===== src/verilog/dtfd_defines.svh =====
`ifndef DTFD_DEFINES_SVH
`define DTFD_DEFINES_SVH

// Register byte offsets
`define DTFD_CTRL_OFS        8'h00
`define DTFD_UPDN_RATE_OFS   8'h04
`define DTFD_BRAKE_OFS       8'h08
`define DTFD_BRAKE_DUR_OFS   8'h0c
`define DTFD_FUNC_LO_OFS     8'h10
`define DTFD_FUNC_HI_OFS     8'h14
`define DTFD_STATUS_OFS      8'h20
`define DTFD_UPDN_VAL_OFS    8'h24

// Control register fields
`define DTFD_CMD_SRC_LSB     0
`define DTFD_MAIN_SRC_LSB    8
`define DTFD_AUX_SRC_LSB     12
`define DTFD_COMB_LSB        16
`define DTFD_THREE_WIRE_LSB  20
`define DTFD_SEQ_MODE_BIT    24

// Reset values
`define DTFD_CTRL_RST        32'h0000_0000
`define DTFD_UPDN_RATE_RST   16'h03e8
`define DTFD_BRAKE_RST       24'h00_0000
`define DTFD_BRAKE_DUR_RST   24'h00_0000
`define DTFD_FUNC_RST        32'h0000_0000

// Setting values that enable functions
`define DTFD_CMD_TERMINAL    2'h1
`define DTFD_SRC_MULTISPEED  4'h5
`define DTFD_SRC_DIGITAL     4'h0
`define DTFD_COMB_MAX_AB     4'h1
`define DTFD_COMB_MIN_COMB   4'h2
`define DTFD_COMB_MAX_COMB   4'h5

// Terminal function codes
`define DTFD_FN_FWD_RUN      1
`define DTFD_FN_REV_RUN      2
`define DTFD_FN_FWD_JOG      3
`define DTFD_FN_REV_JOG      4
`define DTFD_FN_THREE_WIRE   5
`define DTFD_FN_SPEED0       6
`define DTFD_FN_RAMP0        10
`define DTFD_FN_RAMP1        11
`define DTFD_FN_UD_CLR_T     12
`define DTFD_FN_UD_CLR_TK    13
`define DTFD_FN_UP           14
`define DTFD_FN_DOWN         15
`define DTFD_FN_EXT_FLT_NO   16
`define DTFD_FN_EXT_FLT_NC   17
`define DTFD_FN_SW_A_B       20
`define DTFD_FN_SW_COMB_A    21
`define DTFD_FN_FLT_RESET    22
`define DTFD_FN_COAST        23
`define DTFD_FN_RAMP_HOLD    24
`define DTFD_FN_DC_BRAKE     25
`define DTFD_FN_SEQ_PAUSE    26
`define DTFD_FN_SW_COMB_B    27
`define DTFD_FN_SEQ_CLEAR    28
`define DTFD_FN_MOTOR_SW     55
`define DTFD_FN_COUNT        56

`endif


===== src/verilog/dtfd_pkg.sv =====
package dtfd_pkg;

  typedef enum logic [6:0] {
    DTFD_ST_STOP  = 7'b000_0001,
    DTFD_ST_RUN   = 7'b000_0010,
    DTFD_ST_JOG   = 7'b000_0100,
    DTFD_ST_DECEL = 7'b000_1000,
    DTFD_ST_BRAKE = 7'b001_0000,
    DTFD_ST_COAST = 7'b010_0000,
    DTFD_ST_FAULT = 7'b100_0000
  } dtfd_state_t;

  typedef enum logic [1:0] {
    DTFD_REF_DEFAULT = 2'h0,
    DTFD_REF_MAIN    = 2'h1,
    DTFD_REF_AUX     = 2'h2
  } dtfd_ref_t;

  // Command bundle to the motor control core
  typedef struct packed {
    logic        run;
    logic        jog;
    logic        reverse;
    logic        coast;
    logic        ramp_hold;
    logic        dc_brake;
    logic [7:0]  brake_current;
    logic        speed_valid;
    logic [3:0]  speed_index;
    logic [1:0]  ramp_set;
    logic        motor2;
    dtfd_ref_t   ref_sel;
    logic [15:0] updown_offset;
    logic        ext_fault;
    logic        seq_pause;
    logic        seq_clear;
    logic        speed_track;
  } dtfd_cmd_t;

endpackage


===== src/verilog/dtfd_decoder.sv =====
// Decided for this implementation: the register offsets and the APB register port.
`timescale 1ns/100ps
`include "dtfd_defines.svh"

module dtfd_decoder
  import dtfd_pkg::*;
#(
  parameter int NUM_TERM = 8,
  parameter int FREQ_W   = 16
) (
  // APB slave
  input  wire logic              pclk,
  input  wire logic              presetn,
  input  wire logic              psel,
  input  wire logic              penable,
  input  wire logic              pwrite,
  input  wire logic [7:0]        paddr,
  input  wire logic [31:0]       pwdata,
  output logic      [31:0]       prdata,
  output logic                   pready,
  output logic                   pslverr,
  // Terminals
  input  wire logic [NUM_TERM-1:0] term_in,
  // Motor control core
  input  wire logic [FREQ_W-1:0] run_freq,
  output dtfd_cmd_t              drive_cmd
);

  // ************************************************
  // Registers
  // ************************************************
  logic [31:0]             ctrl_q;
  logic [15:0]             updn_rate_q;
  logic [23:0]             brake_q;
  logic [23:0]             brake_dur_q;
  logic [63:0]             func_q;
  logic [31:0]             prdata_q;
  logic                    addr_ok;
  logic [31:0]             rd_val;
  dtfd_state_t             state_q;
  dtfd_state_t             state_d;
  dtfd_cmd_t               cmd_q;
  dtfd_cmd_t               cmd_d;
  logic [15:0]             updn_q;

  wire logic [1:0] cmd_src    = ctrl_q[`DTFD_CMD_SRC_LSB +: 2];
  wire logic [3:0] main_src   = ctrl_q[`DTFD_MAIN_SRC_LSB +: 4];
  wire logic [3:0] aux_src    = ctrl_q[`DTFD_AUX_SRC_LSB +: 4];
  wire logic [3:0] comb_sel   = ctrl_q[`DTFD_COMB_LSB +: 4];
  wire logic [3:0] three_mode = ctrl_q[`DTFD_THREE_WIRE_LSB +: 4];
  wire logic       seq_mode   = ctrl_q[`DTFD_SEQ_MODE_BIT];
  wire logic       term_ctl   = (cmd_src == `DTFD_CMD_TERMINAL);
  wire logic       apb_wr     = psel & penable & pwrite;

  always_comb begin
    addr_ok = 1'b1;
    rd_val  = 32'h0000_0000;
    case (paddr)
      `DTFD_CTRL_OFS:      rd_val = ctrl_q;
      `DTFD_UPDN_RATE_OFS: rd_val = {16'h0000, updn_rate_q};
      `DTFD_BRAKE_OFS:     rd_val = {8'h00, brake_q};
      `DTFD_BRAKE_DUR_OFS: rd_val = {8'h00, brake_dur_q};
      `DTFD_FUNC_LO_OFS:   rd_val = func_q[31:0];
      `DTFD_FUNC_HI_OFS:   rd_val = func_q[63:32];
      `DTFD_STATUS_OFS:    rd_val = {16'h0000, cmd_q.ext_fault, cmd_q.ramp_set,
                                     cmd_q.speed_index, 2'h0, state_q};
      `DTFD_UPDN_VAL_OFS:  rd_val = {16'h0000, updn_q};
      default:             addr_ok = 1'b0;
    endcase
  end

  assign pready  = 1'b1;
  assign pslverr = psel & penable & ~addr_ok;
  assign prdata  = prdata_q;

  // Read data captured in setup phase
  always_ff @(posedge pclk or negedge presetn) begin
    if (!presetn) begin
      prdata_q <= 32'h0000_0000;
    end else if (psel && !penable) begin
      prdata_q <= rd_val;
    end
  end

  always_ff @(posedge pclk or negedge presetn) begin
    if (!presetn) begin
      ctrl_q      <= `DTFD_CTRL_RST;
      updn_rate_q <= `DTFD_UPDN_RATE_RST;
      brake_q     <= `DTFD_BRAKE_RST;
      brake_dur_q <= `DTFD_BRAKE_DUR_RST;
      func_q      <= {`DTFD_FUNC_RST, `DTFD_FUNC_RST};
    end else if (apb_wr) begin
      case (paddr)
        `DTFD_CTRL_OFS:      ctrl_q        <= pwdata;
        `DTFD_UPDN_RATE_OFS: updn_rate_q   <= pwdata[15:0];
        `DTFD_BRAKE_OFS:     brake_q       <= pwdata[23:0];
        `DTFD_BRAKE_DUR_OFS: brake_dur_q   <= pwdata[23:0];
        `DTFD_FUNC_LO_OFS:   func_q[31:0]  <= pwdata;
        `DTFD_FUNC_HI_OFS:   func_q[63:32] <= pwdata;
        default: ;
      endcase
    end
  end

  // ************************************************
  // Synchroniser and function decode
  // ************************************************
  logic [NUM_TERM-1:0]     sync1_q;
  logic [NUM_TERM-1:0]     sync2_q;
  logic [`DTFD_FN_COUNT-1:0] term_act [NUM_TERM];
  logic [`DTFD_FN_COUNT-1:0] term_cfg [NUM_TERM];
  logic [`DTFD_FN_COUNT-1:0] fn;
  logic [`DTFD_FN_COUNT-1:0] fn_cfg;

  always_ff @(posedge pclk or negedge presetn) begin
    if (!presetn) begin
      sync1_q <= '0;
      sync2_q <= '0;
    end else begin
      sync1_q <= term_in;
      sync2_q <= sync1_q;
    end
  end

  genvar t;
  generate
    for (t = 0; t < NUM_TERM; t++) begin : g_term
      wire logic [7:0] code = func_q[t*8 +: 8];
      always_comb begin
        term_cfg[t] = '0;
        if (code != 8'h00 && code < 8'(`DTFD_FN_COUNT)) begin
          term_cfg[t][code[5:0]] = 1'b1;
        end
        term_act[t] = sync2_q[t] ? term_cfg[t] : '0;
      end
    end
  endgenerate

  // A code on two terminals is simply ORed
  always_comb begin
    fn     = '0;
    fn_cfg = '0;
    for (int i = 0; i < NUM_TERM; i++) begin
      fn     = fn | term_act[i];
      fn_cfg = fn_cfg | term_cfg[i];
    end
  end

  // ************************************************
  // Run, jog and three-wire requests
  // ************************************************
  logic fwd_q;
  logic rev_q;
  logic latch_q;
  logic latch_rev_q;
  logic fault_rst_q;
  logic pause_q;

  wire logic three_wire = term_ctl && three_mode != 4'h0
                          && fn_cfg[`DTFD_FN_THREE_WIRE];
  wire logic fwd_rise   = fn[`DTFD_FN_FWD_RUN] & ~fwd_q;
  wire logic rev_rise   = fn[`DTFD_FN_REV_RUN] & ~rev_q;

  always_ff @(posedge pclk or negedge presetn) begin
    if (!presetn) begin
      fwd_q       <= 1'b0;
      rev_q       <= 1'b0;
      latch_q     <= 1'b0;
      latch_rev_q <= 1'b0;
    end else begin
      fwd_q <= fn[`DTFD_FN_FWD_RUN];
      rev_q <= fn[`DTFD_FN_REV_RUN];
      if (!three_wire || !fn[`DTFD_FN_THREE_WIRE]) begin
        latch_q <= 1'b0;
      end else if (fwd_rise || rev_rise) begin
        latch_q     <= 1'b1;
        latch_rev_q <= rev_rise & ~fwd_rise;
      end
    end
  end

  wire logic run_req  = term_ctl && (three_wire ? latch_q
                        : (fn[`DTFD_FN_FWD_RUN] | fn[`DTFD_FN_REV_RUN]));
  wire logic run_rev  = three_wire ? latch_rev_q : ~fn[`DTFD_FN_FWD_RUN];
  wire logic jog_req  = term_ctl && (fn[`DTFD_FN_FWD_JOG] | fn[`DTFD_FN_REV_JOG]);
  wire logic jog_rev  = ~fn[`DTFD_FN_FWD_JOG];

  // ************************************************
  // Fault, coast and brake conditions
  // ************************************************
  wire logic fault_cond = fn[`DTFD_FN_EXT_FLT_NO]
                          | (fn_cfg[`DTFD_FN_EXT_FLT_NC]
                             & ~fn[`DTFD_FN_EXT_FLT_NC]);
  wire logic reset_rise = fn[`DTFD_FN_FLT_RESET] & ~fault_rst_q;
  wire logic below_brk  = run_freq < FREQ_W'(brake_q[15:0]);
  logic [23:0] brk_cnt_q;

  always_comb begin
    state_d = state_q;
    case (state_q)
      DTFD_ST_STOP: begin
        if (fault_cond) state_d = DTFD_ST_FAULT;
        else if (run_req) state_d = DTFD_ST_RUN;
        else if (jog_req) state_d = DTFD_ST_JOG;
      end
      DTFD_ST_RUN: begin
        if (fault_cond) state_d = DTFD_ST_FAULT;
        else if (fn[`DTFD_FN_COAST]) state_d = DTFD_ST_COAST;
        else if (!run_req) state_d = DTFD_ST_DECEL;
      end
      DTFD_ST_JOG: begin
        if (fault_cond) state_d = DTFD_ST_FAULT;
        else if (!jog_req) state_d = DTFD_ST_DECEL;
      end
      DTFD_ST_DECEL: begin
        if (fault_cond) state_d = DTFD_ST_FAULT;
        else if (run_req) state_d = DTFD_ST_RUN;
        else if (fn[`DTFD_FN_DC_BRAKE] && below_brk) state_d = DTFD_ST_BRAKE;
        else if (run_freq == '0) state_d = DTFD_ST_STOP;
      end
      DTFD_ST_BRAKE: begin
        if (fault_cond) state_d = DTFD_ST_FAULT;
        else if (brk_cnt_q == 24'h00_0000 && !fn[`DTFD_FN_DC_BRAKE]) begin
          state_d = DTFD_ST_STOP;
        end
      end
      DTFD_ST_COAST: begin
        if (fault_cond) state_d = DTFD_ST_FAULT;
        else if (!fn[`DTFD_FN_COAST] && run_freq == '0) state_d = DTFD_ST_STOP;
      end
      DTFD_ST_FAULT: begin
        if (reset_rise && term_ctl && !fault_cond) state_d = DTFD_ST_STOP;
      end
      default: state_d = DTFD_ST_STOP;
    endcase
  end

  always_ff @(posedge pclk or negedge presetn) begin
    if (!presetn) begin
      state_q     <= DTFD_ST_STOP;
      fault_rst_q <= 1'b0;
    end else begin
      state_q     <= state_d;
      fault_rst_q <= fn[`DTFD_FN_FLT_RESET];
    end
  end

  // Brake duration counter, loaded on entry
  always_ff @(posedge pclk or negedge presetn) begin
    if (!presetn) begin
      brk_cnt_q <= 24'h00_0000;
    end else if (state_q != DTFD_ST_BRAKE && state_d == DTFD_ST_BRAKE) begin
      brk_cnt_q <= brake_dur_q;
    end else if (state_q == DTFD_ST_BRAKE && brk_cnt_q != 24'h00_0000) begin
      brk_cnt_q <= brk_cnt_q - 24'h00_0001;
    end
  end

  // ************************************************
  // Frequency up/down
  // ************************************************
  logic [15:0] rate_cnt_q;
  wire logic   ud_ok   = (main_src == `DTFD_SRC_DIGITAL)
                         || (aux_src == `DTFD_SRC_DIGITAL);
  wire logic   ud_tick = (rate_cnt_q == 16'h0000);
  wire logic   ud_clr  = fn[`DTFD_FN_UD_CLR_T] | fn[`DTFD_FN_UD_CLR_TK];

  always_ff @(posedge pclk or negedge presetn) begin
    if (!presetn) begin
      rate_cnt_q <= 16'h0000;
    end else if (ud_tick) begin
      rate_cnt_q <= updn_rate_q;
    end else begin
      rate_cnt_q <= rate_cnt_q - 16'h0001;
    end
  end

  always_ff @(posedge pclk or negedge presetn) begin
    if (!presetn) begin
      updn_q <= 16'h0000;
    end else if (ud_clr) begin
      updn_q <= 16'h0000;
    end else if (ud_ok && ud_tick && !fn[`DTFD_FN_RAMP_HOLD]) begin
      if (fn[`DTFD_FN_UP] && !fn[`DTFD_FN_DOWN] && updn_q != 16'hffff) begin
        updn_q <= updn_q + 16'h0001;
      end else if (fn[`DTFD_FN_DOWN] && !fn[`DTFD_FN_UP] && updn_q != 16'h0000) begin
        updn_q <= updn_q - 16'h0001;
      end
    end
  end

  // ************************************************
  // Sequencer pause tracking
  // ************************************************
  wire logic moving = (state_q == DTFD_ST_RUN) || (state_q == DTFD_ST_JOG);

  always_ff @(posedge pclk or negedge presetn) begin
    if (!presetn) begin
      pause_q <= 1'b0;
    end else begin
      pause_q <= fn[`DTFD_FN_SEQ_PAUSE] & moving;
    end
  end

  // ************************************************
  // Command outputs
  // ************************************************
  always_comb begin
    cmd_d               = cmd_q;
    cmd_d.run           = (state_d == DTFD_ST_RUN);
    cmd_d.jog           = (state_d == DTFD_ST_JOG);
    if (state_q == DTFD_ST_STOP && state_d == DTFD_ST_RUN) cmd_d.reverse = run_rev;
    if (state_q == DTFD_ST_STOP && state_d == DTFD_ST_JOG) cmd_d.reverse = jog_rev;
    cmd_d.coast         = (state_d == DTFD_ST_COAST) || (state_d == DTFD_ST_FAULT);
    cmd_d.ramp_hold     = fn[`DTFD_FN_RAMP_HOLD] && state_d == DTFD_ST_RUN;
    cmd_d.dc_brake      = (state_d == DTFD_ST_BRAKE);
    cmd_d.brake_current = brake_q[23:16];
    cmd_d.speed_valid   = (main_src == `DTFD_SRC_MULTISPEED);
    cmd_d.speed_index   = cmd_d.speed_valid
                          ? fn[`DTFD_FN_SPEED0 +: 4] : 4'h0;
    cmd_d.motor2        = fn[`DTFD_FN_MOTOR_SW];
    if (fn[`DTFD_FN_MOTOR_SW]) begin
      cmd_d.ramp_set = {1'b1, fn[`DTFD_FN_RAMP1]};
    end else if (fn_cfg[`DTFD_FN_MOTOR_SW]) begin
      cmd_d.ramp_set = {1'b0, fn[`DTFD_FN_RAMP0]};
    end else begin
      cmd_d.ramp_set = {fn[`DTFD_FN_RAMP1], fn[`DTFD_FN_RAMP0]};
    end
    cmd_d.ref_sel = DTFD_REF_DEFAULT;
    if (comb_sel <= `DTFD_COMB_MAX_AB) begin
      if (fn[`DTFD_FN_SW_A_B]) begin
        cmd_d.ref_sel = (comb_sel == 4'h0) ? DTFD_REF_AUX : DTFD_REF_MAIN;
      end
    end else if (comb_sel <= `DTFD_COMB_MAX_COMB) begin
      if (fn[`DTFD_FN_SW_COMB_A]) cmd_d.ref_sel = DTFD_REF_MAIN;
      else if (fn[`DTFD_FN_SW_COMB_B]) cmd_d.ref_sel = DTFD_REF_AUX;
    end
    cmd_d.updown_offset = updn_q;
    cmd_d.ext_fault     = (state_d == DTFD_ST_FAULT);
    cmd_d.seq_pause     = fn[`DTFD_FN_SEQ_PAUSE] & moving;
    cmd_d.speed_track   = pause_q & ~fn[`DTFD_FN_SEQ_PAUSE] & moving;
    cmd_d.seq_clear     = seq_mode && state_q == DTFD_ST_STOP && state_d == DTFD_ST_STOP
                          && fn[`DTFD_FN_SEQ_CLEAR];
  end

  always_ff @(posedge pclk or negedge presetn) begin
    if (!presetn) begin
      cmd_q <= '0;
    end else begin
      cmd_q <= cmd_d;
    end
  end

  assign drive_cmd = cmd_q;

endmodule


===== config.mk =====
export PLATFORM = sky130hd
export DESIGN_NAME = dtfd_decoder
export DESIGN_NICKNAME = d
export VERILOG_FILES = /design/src/verilog/dtfd_pkg.sv /design/src/verilog/dtfd_decoder.sv
export VERILOG_INCLUDE_DIRS = /design/src /design/src/verilog
export SDC_FILE = /design/constraint.sdc
export NUM_CORES = 1
export LEC_CHECK = 0
export BUFFER_PORTS_ARGS = -buffer_cell sky130_fd_sc_hd__buf_2
export CAP_MARGIN = 20
export CORE_ASPECT_RATIO = 2
export CORE_MARGIN = 3
export CORE_UTILIZATION = 40
export DETAILED_ROUTE_END_ITERATION = 16
export PLACE_DENSITY = 0.59
export SYNTH_ARGS = -nofsm -noshare
export SYNTH_HDL_FRONTEND = slang
export SYNTH_SLANG_ARGS = --single-unit
export TNS_END_PERCENT = 1

===== constraint.sdc =====
create_clock -name pclk -period 5.55 [get_ports pclk]
set_input_delay 1.3875 -clock pclk [delete_from_list [all_inputs] [get_ports pclk]]
set_output_delay 1.3875 -clock pclk [all_outputs]
set_load 0.05 [all_outputs]

==> qor.txt <==
================================================================================
Num ports                                                                    147
Detailed-route via count                                                   15000
Area growth from synthesis to layout                                       15.0%
Number of placement rows                                                     106
Antenna Violating Nets Remaining                                               0
Syn Std Cell Area                                                      17100 µm²
WP data arrival                                                          5.42 ns
YS warnings                                                                    0
Final design instance area without fill                                19700 µm²
Dpl ws                                                                  0.754 ns
Post-route clock period utilization                                        88.5%
Endpoints failing hold                                                         0
Required time worst endpoint                                             6.06 ns
Element type at the critical path end                                  flip-flop
Number of setup buffers added after CTS                                        0
Die Outline Area                                                       45500 µm²
Sum of negative setup slack                                                 0 ns
Metal-1 WL                                                               25.0 mm
Worst path setup slack after routing                                    0.637 ns
Routed length on met2                                                    40.5 mm
CTS-repair resized insts                                                       0
Floorplan Core Area                                                    42000 µm²
Largest fanout on the critical path                                           17
Clk pwr share                                                              42.1%
Hold buffer count at CTS                                                       0
Ys async rst share                                                          100%
Crit-path slowest cell                                              sky130_fd_sc_hd__nor4bb_1
Synth Net Count                                                             1782
Syn Inst Count                                                              1679
Total wire length                                                        76.9 mm
Switching portion of total power                                           26.0%
DIE WIDTH                                                                 152 µm
Category of the critical setup timing path                            reg -> reg
Worst slew pin tran                                                      1.10 ns
Count of flip-flops with a built-in enable after synthesis                     0
Max Freq                                                               0.204 GHz
Number of nets in the layout                                                1925
Biggest cell delay along the critical path                               0.76 ns
Highest routed metal layer                                                  met4
Aggregate global-route resource usage                                      32.9%
Routed WL per cell                                                       32.2 µm
Leading cell types in the layout, fill and taps excluded            sky130_fd_sc_hd__dfrtp_1 (313), sky130_fd_sc_hd__mux2_2 (145), sky130_fd_sc_hd__buf_2 (144)
Initial Util                                                               40.8%
Cell type with the largest total area after synthesis               sky130_fd_sc_hd__dfrtp_1
Number of detailed-route iterations in the first pass                          8
RSZ-0062 raised after global routing                                          no
First-pass GRT wire length                                                109 mm
Sequential share of power                                                  48.6%
Clock tree from TritonCTS                                                  built
Antenna violations before repair                                               3
Area share of the largest cell type after synthesis                        45.7%
DRC                                                                            0
Flop and latch count out of synthesis                                        320
Number of buffers inserted by port buffering                                 145
Root cell of the clock tree                                         sky130_fd_sc_hd__clkbuf_16
Clock sink count                                                             320
Via count of the first global-routing pass                                 15300
GP Congestion                                                               1.05
Primary FF master, synth                                            sky130_fd_sc_hd__dfrtp_1
Total congestion overflow                                                      0
Switching power of the nets                                              1.35 mW
Hold Slack                                                              0.364 ns
Netlist cell types                                                            86
# Max-Cap Violations                                                           0
Max clock buf depth                                                            3
Floorplan die height                                                      299 µm
Max-Slew Margin vs Limit                                                   26.4%
Internal Power                                                           3.85 mW
Number of setup violations in the final report                                 0
Result of the run                                                      completed
Instance area after placement                                          18600 µm²
Drt via density                                                             6.28
Final count of pins violating max slew                                         0
Latest clock arrival within the worst-skew pair                          0.60 ns
Kind of start point of the critical path                               flip-flop
Post-route clock skew                                                  0.0191 ns
Cell types with the largest area share after synthesis              sky130_fd_sc_hd__dfrtp_1 (46%), sky130_fd_sc_hd__mux2_2 (9.5%), sky130_fd_sc_hd__nand2_1 (3.0%)
Final HPWL from detailed placement                                       61.1 mm
Pwr per Cell Area                                                     264 nW/µm²
Pin count of the biggest net entering global routing                         105
Most common cell after layout, fill and taps aside                  sky130_fd_sc_hd__dfrtp_1
Clock buffer count from CTS                                                   30
Length of routed met3 wiring                                             3.35 mm
Portion of the post-synthesis area used by sequential elements             46.8%
Post-route minimum period                                                4.91 ns
Clk slew on worst S/H paths                                              0.07 ns
H-Tree Level Count                                                             1
Avg Inst Size Synth                                                     10.2 µm²
Crit path cell chain                                                nor4bb_1, nand2_1, o22ai_1, or4_1, a211o_1, ha_1, a211oi_1, o21ai_0, and3_1, o31a_1, a311oi_1, xor2_1, or3_1, a21oi_1
Fraction of final layout cells with drive strength greater than 1          23.5%
Max rail drop VDD                                                       0.238 mV
Leakage dissipation                                                      9.28 nW
Combinational fraction of design power                                      9.2%
Path type of the worst min-delay path                                 reg -> reg
Drt initial violations                                                      1169
================================================================================
==> critical path: cells and delay by family, from the launching register on <==
| family | cells | cell delay, ns |
|---|---|---|
| AOI/OAI and AO/OA | 7 | 2.12 |
| xor gates and xnor gates | 1 | 0.12 |
| and+or+nand+nor | 5 | 1.79 |
| DFF | 1 | 0.43 |
| adders and majority gates | 1 | 0.37 |
==> path summary, 6_finish.rpt <==
| kind | from | to | slack, ns | cells past startpoint |
|---|---|---|---|---|
| hold / removal | sync1_q[0] | sync2_q[0] | 0.36 | 0 |
| hold reg to reg | sync1_q[0] | sync2_q[0] | 0.36 | 0 |
| max in group asynchronous | presetn | brake_dur_q[2] | 3.67 | 2 |
| setup / recovery | func_q[38] | updn_q[15] | 0.64 | 14 |
| setup reg to reg | func_q[38] | updn_q[15] | 0.64 | 14 |
| min in group asynchronous | presetn | updn_q[5] | 0.79 | 1 |
==> per-layer routing <==
layer	GRT usage, %	vias up
li1	-	6603
met1	32.7	7560
met2	60.5	616
met3	3.75	227
met4	27.4	0
met5	0	-
==> cells in the mapped netlist (10+ instances only) <==
cell type	count
sky130_fd_sc_hd__a21o_1	23
sky130_fd_sc_hd__a21oi_1	66
sky130_fd_sc_hd__a221oi_1	32
sky130_fd_sc_hd__a222oi_1	22
sky130_fd_sc_hd__and2_1	13
sky130_fd_sc_hd__and3_1	19
sky130_fd_sc_hd__buf_1	15
sky130_fd_sc_hd__buf_2	18
sky130_fd_sc_hd__clkbuf_1	54
sky130_fd_sc_hd__dfrtp_1	313
sky130_fd_sc_hd__ha_1	33
sky130_fd_sc_hd__inv_1	39
sky130_fd_sc_hd__mux2_2	145
sky130_fd_sc_hd__mux2i_1	35
sky130_fd_sc_hd__nand2_1	137
sky130_fd_sc_hd__nand2b_1	18
sky130_fd_sc_hd__nand3_1	58
sky130_fd_sc_hd__nand3b_1	27
sky130_fd_sc_hd__nand4_1	39
sky130_fd_sc_hd__nor2_1	114
sky130_fd_sc_hd__nor2b_1	19
sky130_fd_sc_hd__nor3_1	41
sky130_fd_sc_hd__nor3b_1	16
sky130_fd_sc_hd__nor4_1	26
sky130_fd_sc_hd__o211ai_1	16
sky130_fd_sc_hd__o21ai_0	80
sky130_fd_sc_hd__o221ai_1	10
sky130_fd_sc_hd__o22ai_1	24
sky130_fd_sc_hd__or3_1	29
sky130_fd_sc_hd__or4_1	16
sky130_fd_sc_hd__xnor2_1	25
==> power by group through the flow <==
| stage | logic [mW] | clock network (mW) | registers (mW) |
|---|---|---|---|
| 6_report | 0.480 | 2.19 | 2.53 |
| 5_1_grt | 0.521 | 2.33 | 2.54 |
| 4_1_cts | 0.480 | 2.24 | 2.52 |
| 3_5_place_dp | 0.475 | 0 | 2.57 |
| 3_3_place_gp | 0.471 | 0 | 2.56 |
| 2_1_floorplan | 0.270 | 0 | 2.54 |
==> sequential cells by signal (all words and copies together) (netlist names) <==
| name | cells |
|---|---|
| sync2_q | 8 |
| brake_q | 24 |
| ctrl_q | 32 |
| updn_rate_q | 16 |
| prdata | 32 |
| func_q | 64 |
| latch_rev_q | 1 |
| fwd_q | 1 |
| rev_q | 1 |
| fault_rst_q | 1 |
| updn_q | 16 |
| sync1_q | 8 |
| brk_cnt_q | 24 |
| rate_cnt_q | 16 |
| drive_cmd | 44 |
| state_q | 7 |
| brake_dur_q | 24 |
| latch_q | 1 |
==> final cells by class <==
class,instances,area (µm²)
Fill cell,3973,22300
Clock inverter,14,171
Antenna cell,3,7.51
Clock buffer,41,872
Sequential cell,320,8020
Multi-Input combinational cell,1225,8600
Inverter,40,150
Tap cell,540,676
Timing Repair Buffer,205,1210
==> through the flow <==
stage          util, %  total power, mW  cells
6_report          46.9             5.19   2388
3_3_place_gp      44.4             3.03   2330
4_1_cts           46.8             5.24   2385
2_1_floorplan        -             2.81   1679
3_5_place_dp      44.4             3.04   2330
5_1_grt           46.8             5.38   2385
==> cells by family after synthesis <==
logic type               count (synthesis)  share of synthesized area [%]
adder cells (fa/ha/maj)                 34                           2.53
buffers and inverters                  134                           3.29
flip-flops                             320                           46.8
other                                    1                         0.0219
AO/OA/AOI/OAI                          363                           14.8
AND/OR/NAND/NOR                        613                           19.2
multiplexers                           182                           11.7
XOR/XNOR                                32                           1.64
No activity file was read; power rests on OpenSTA's default activity.
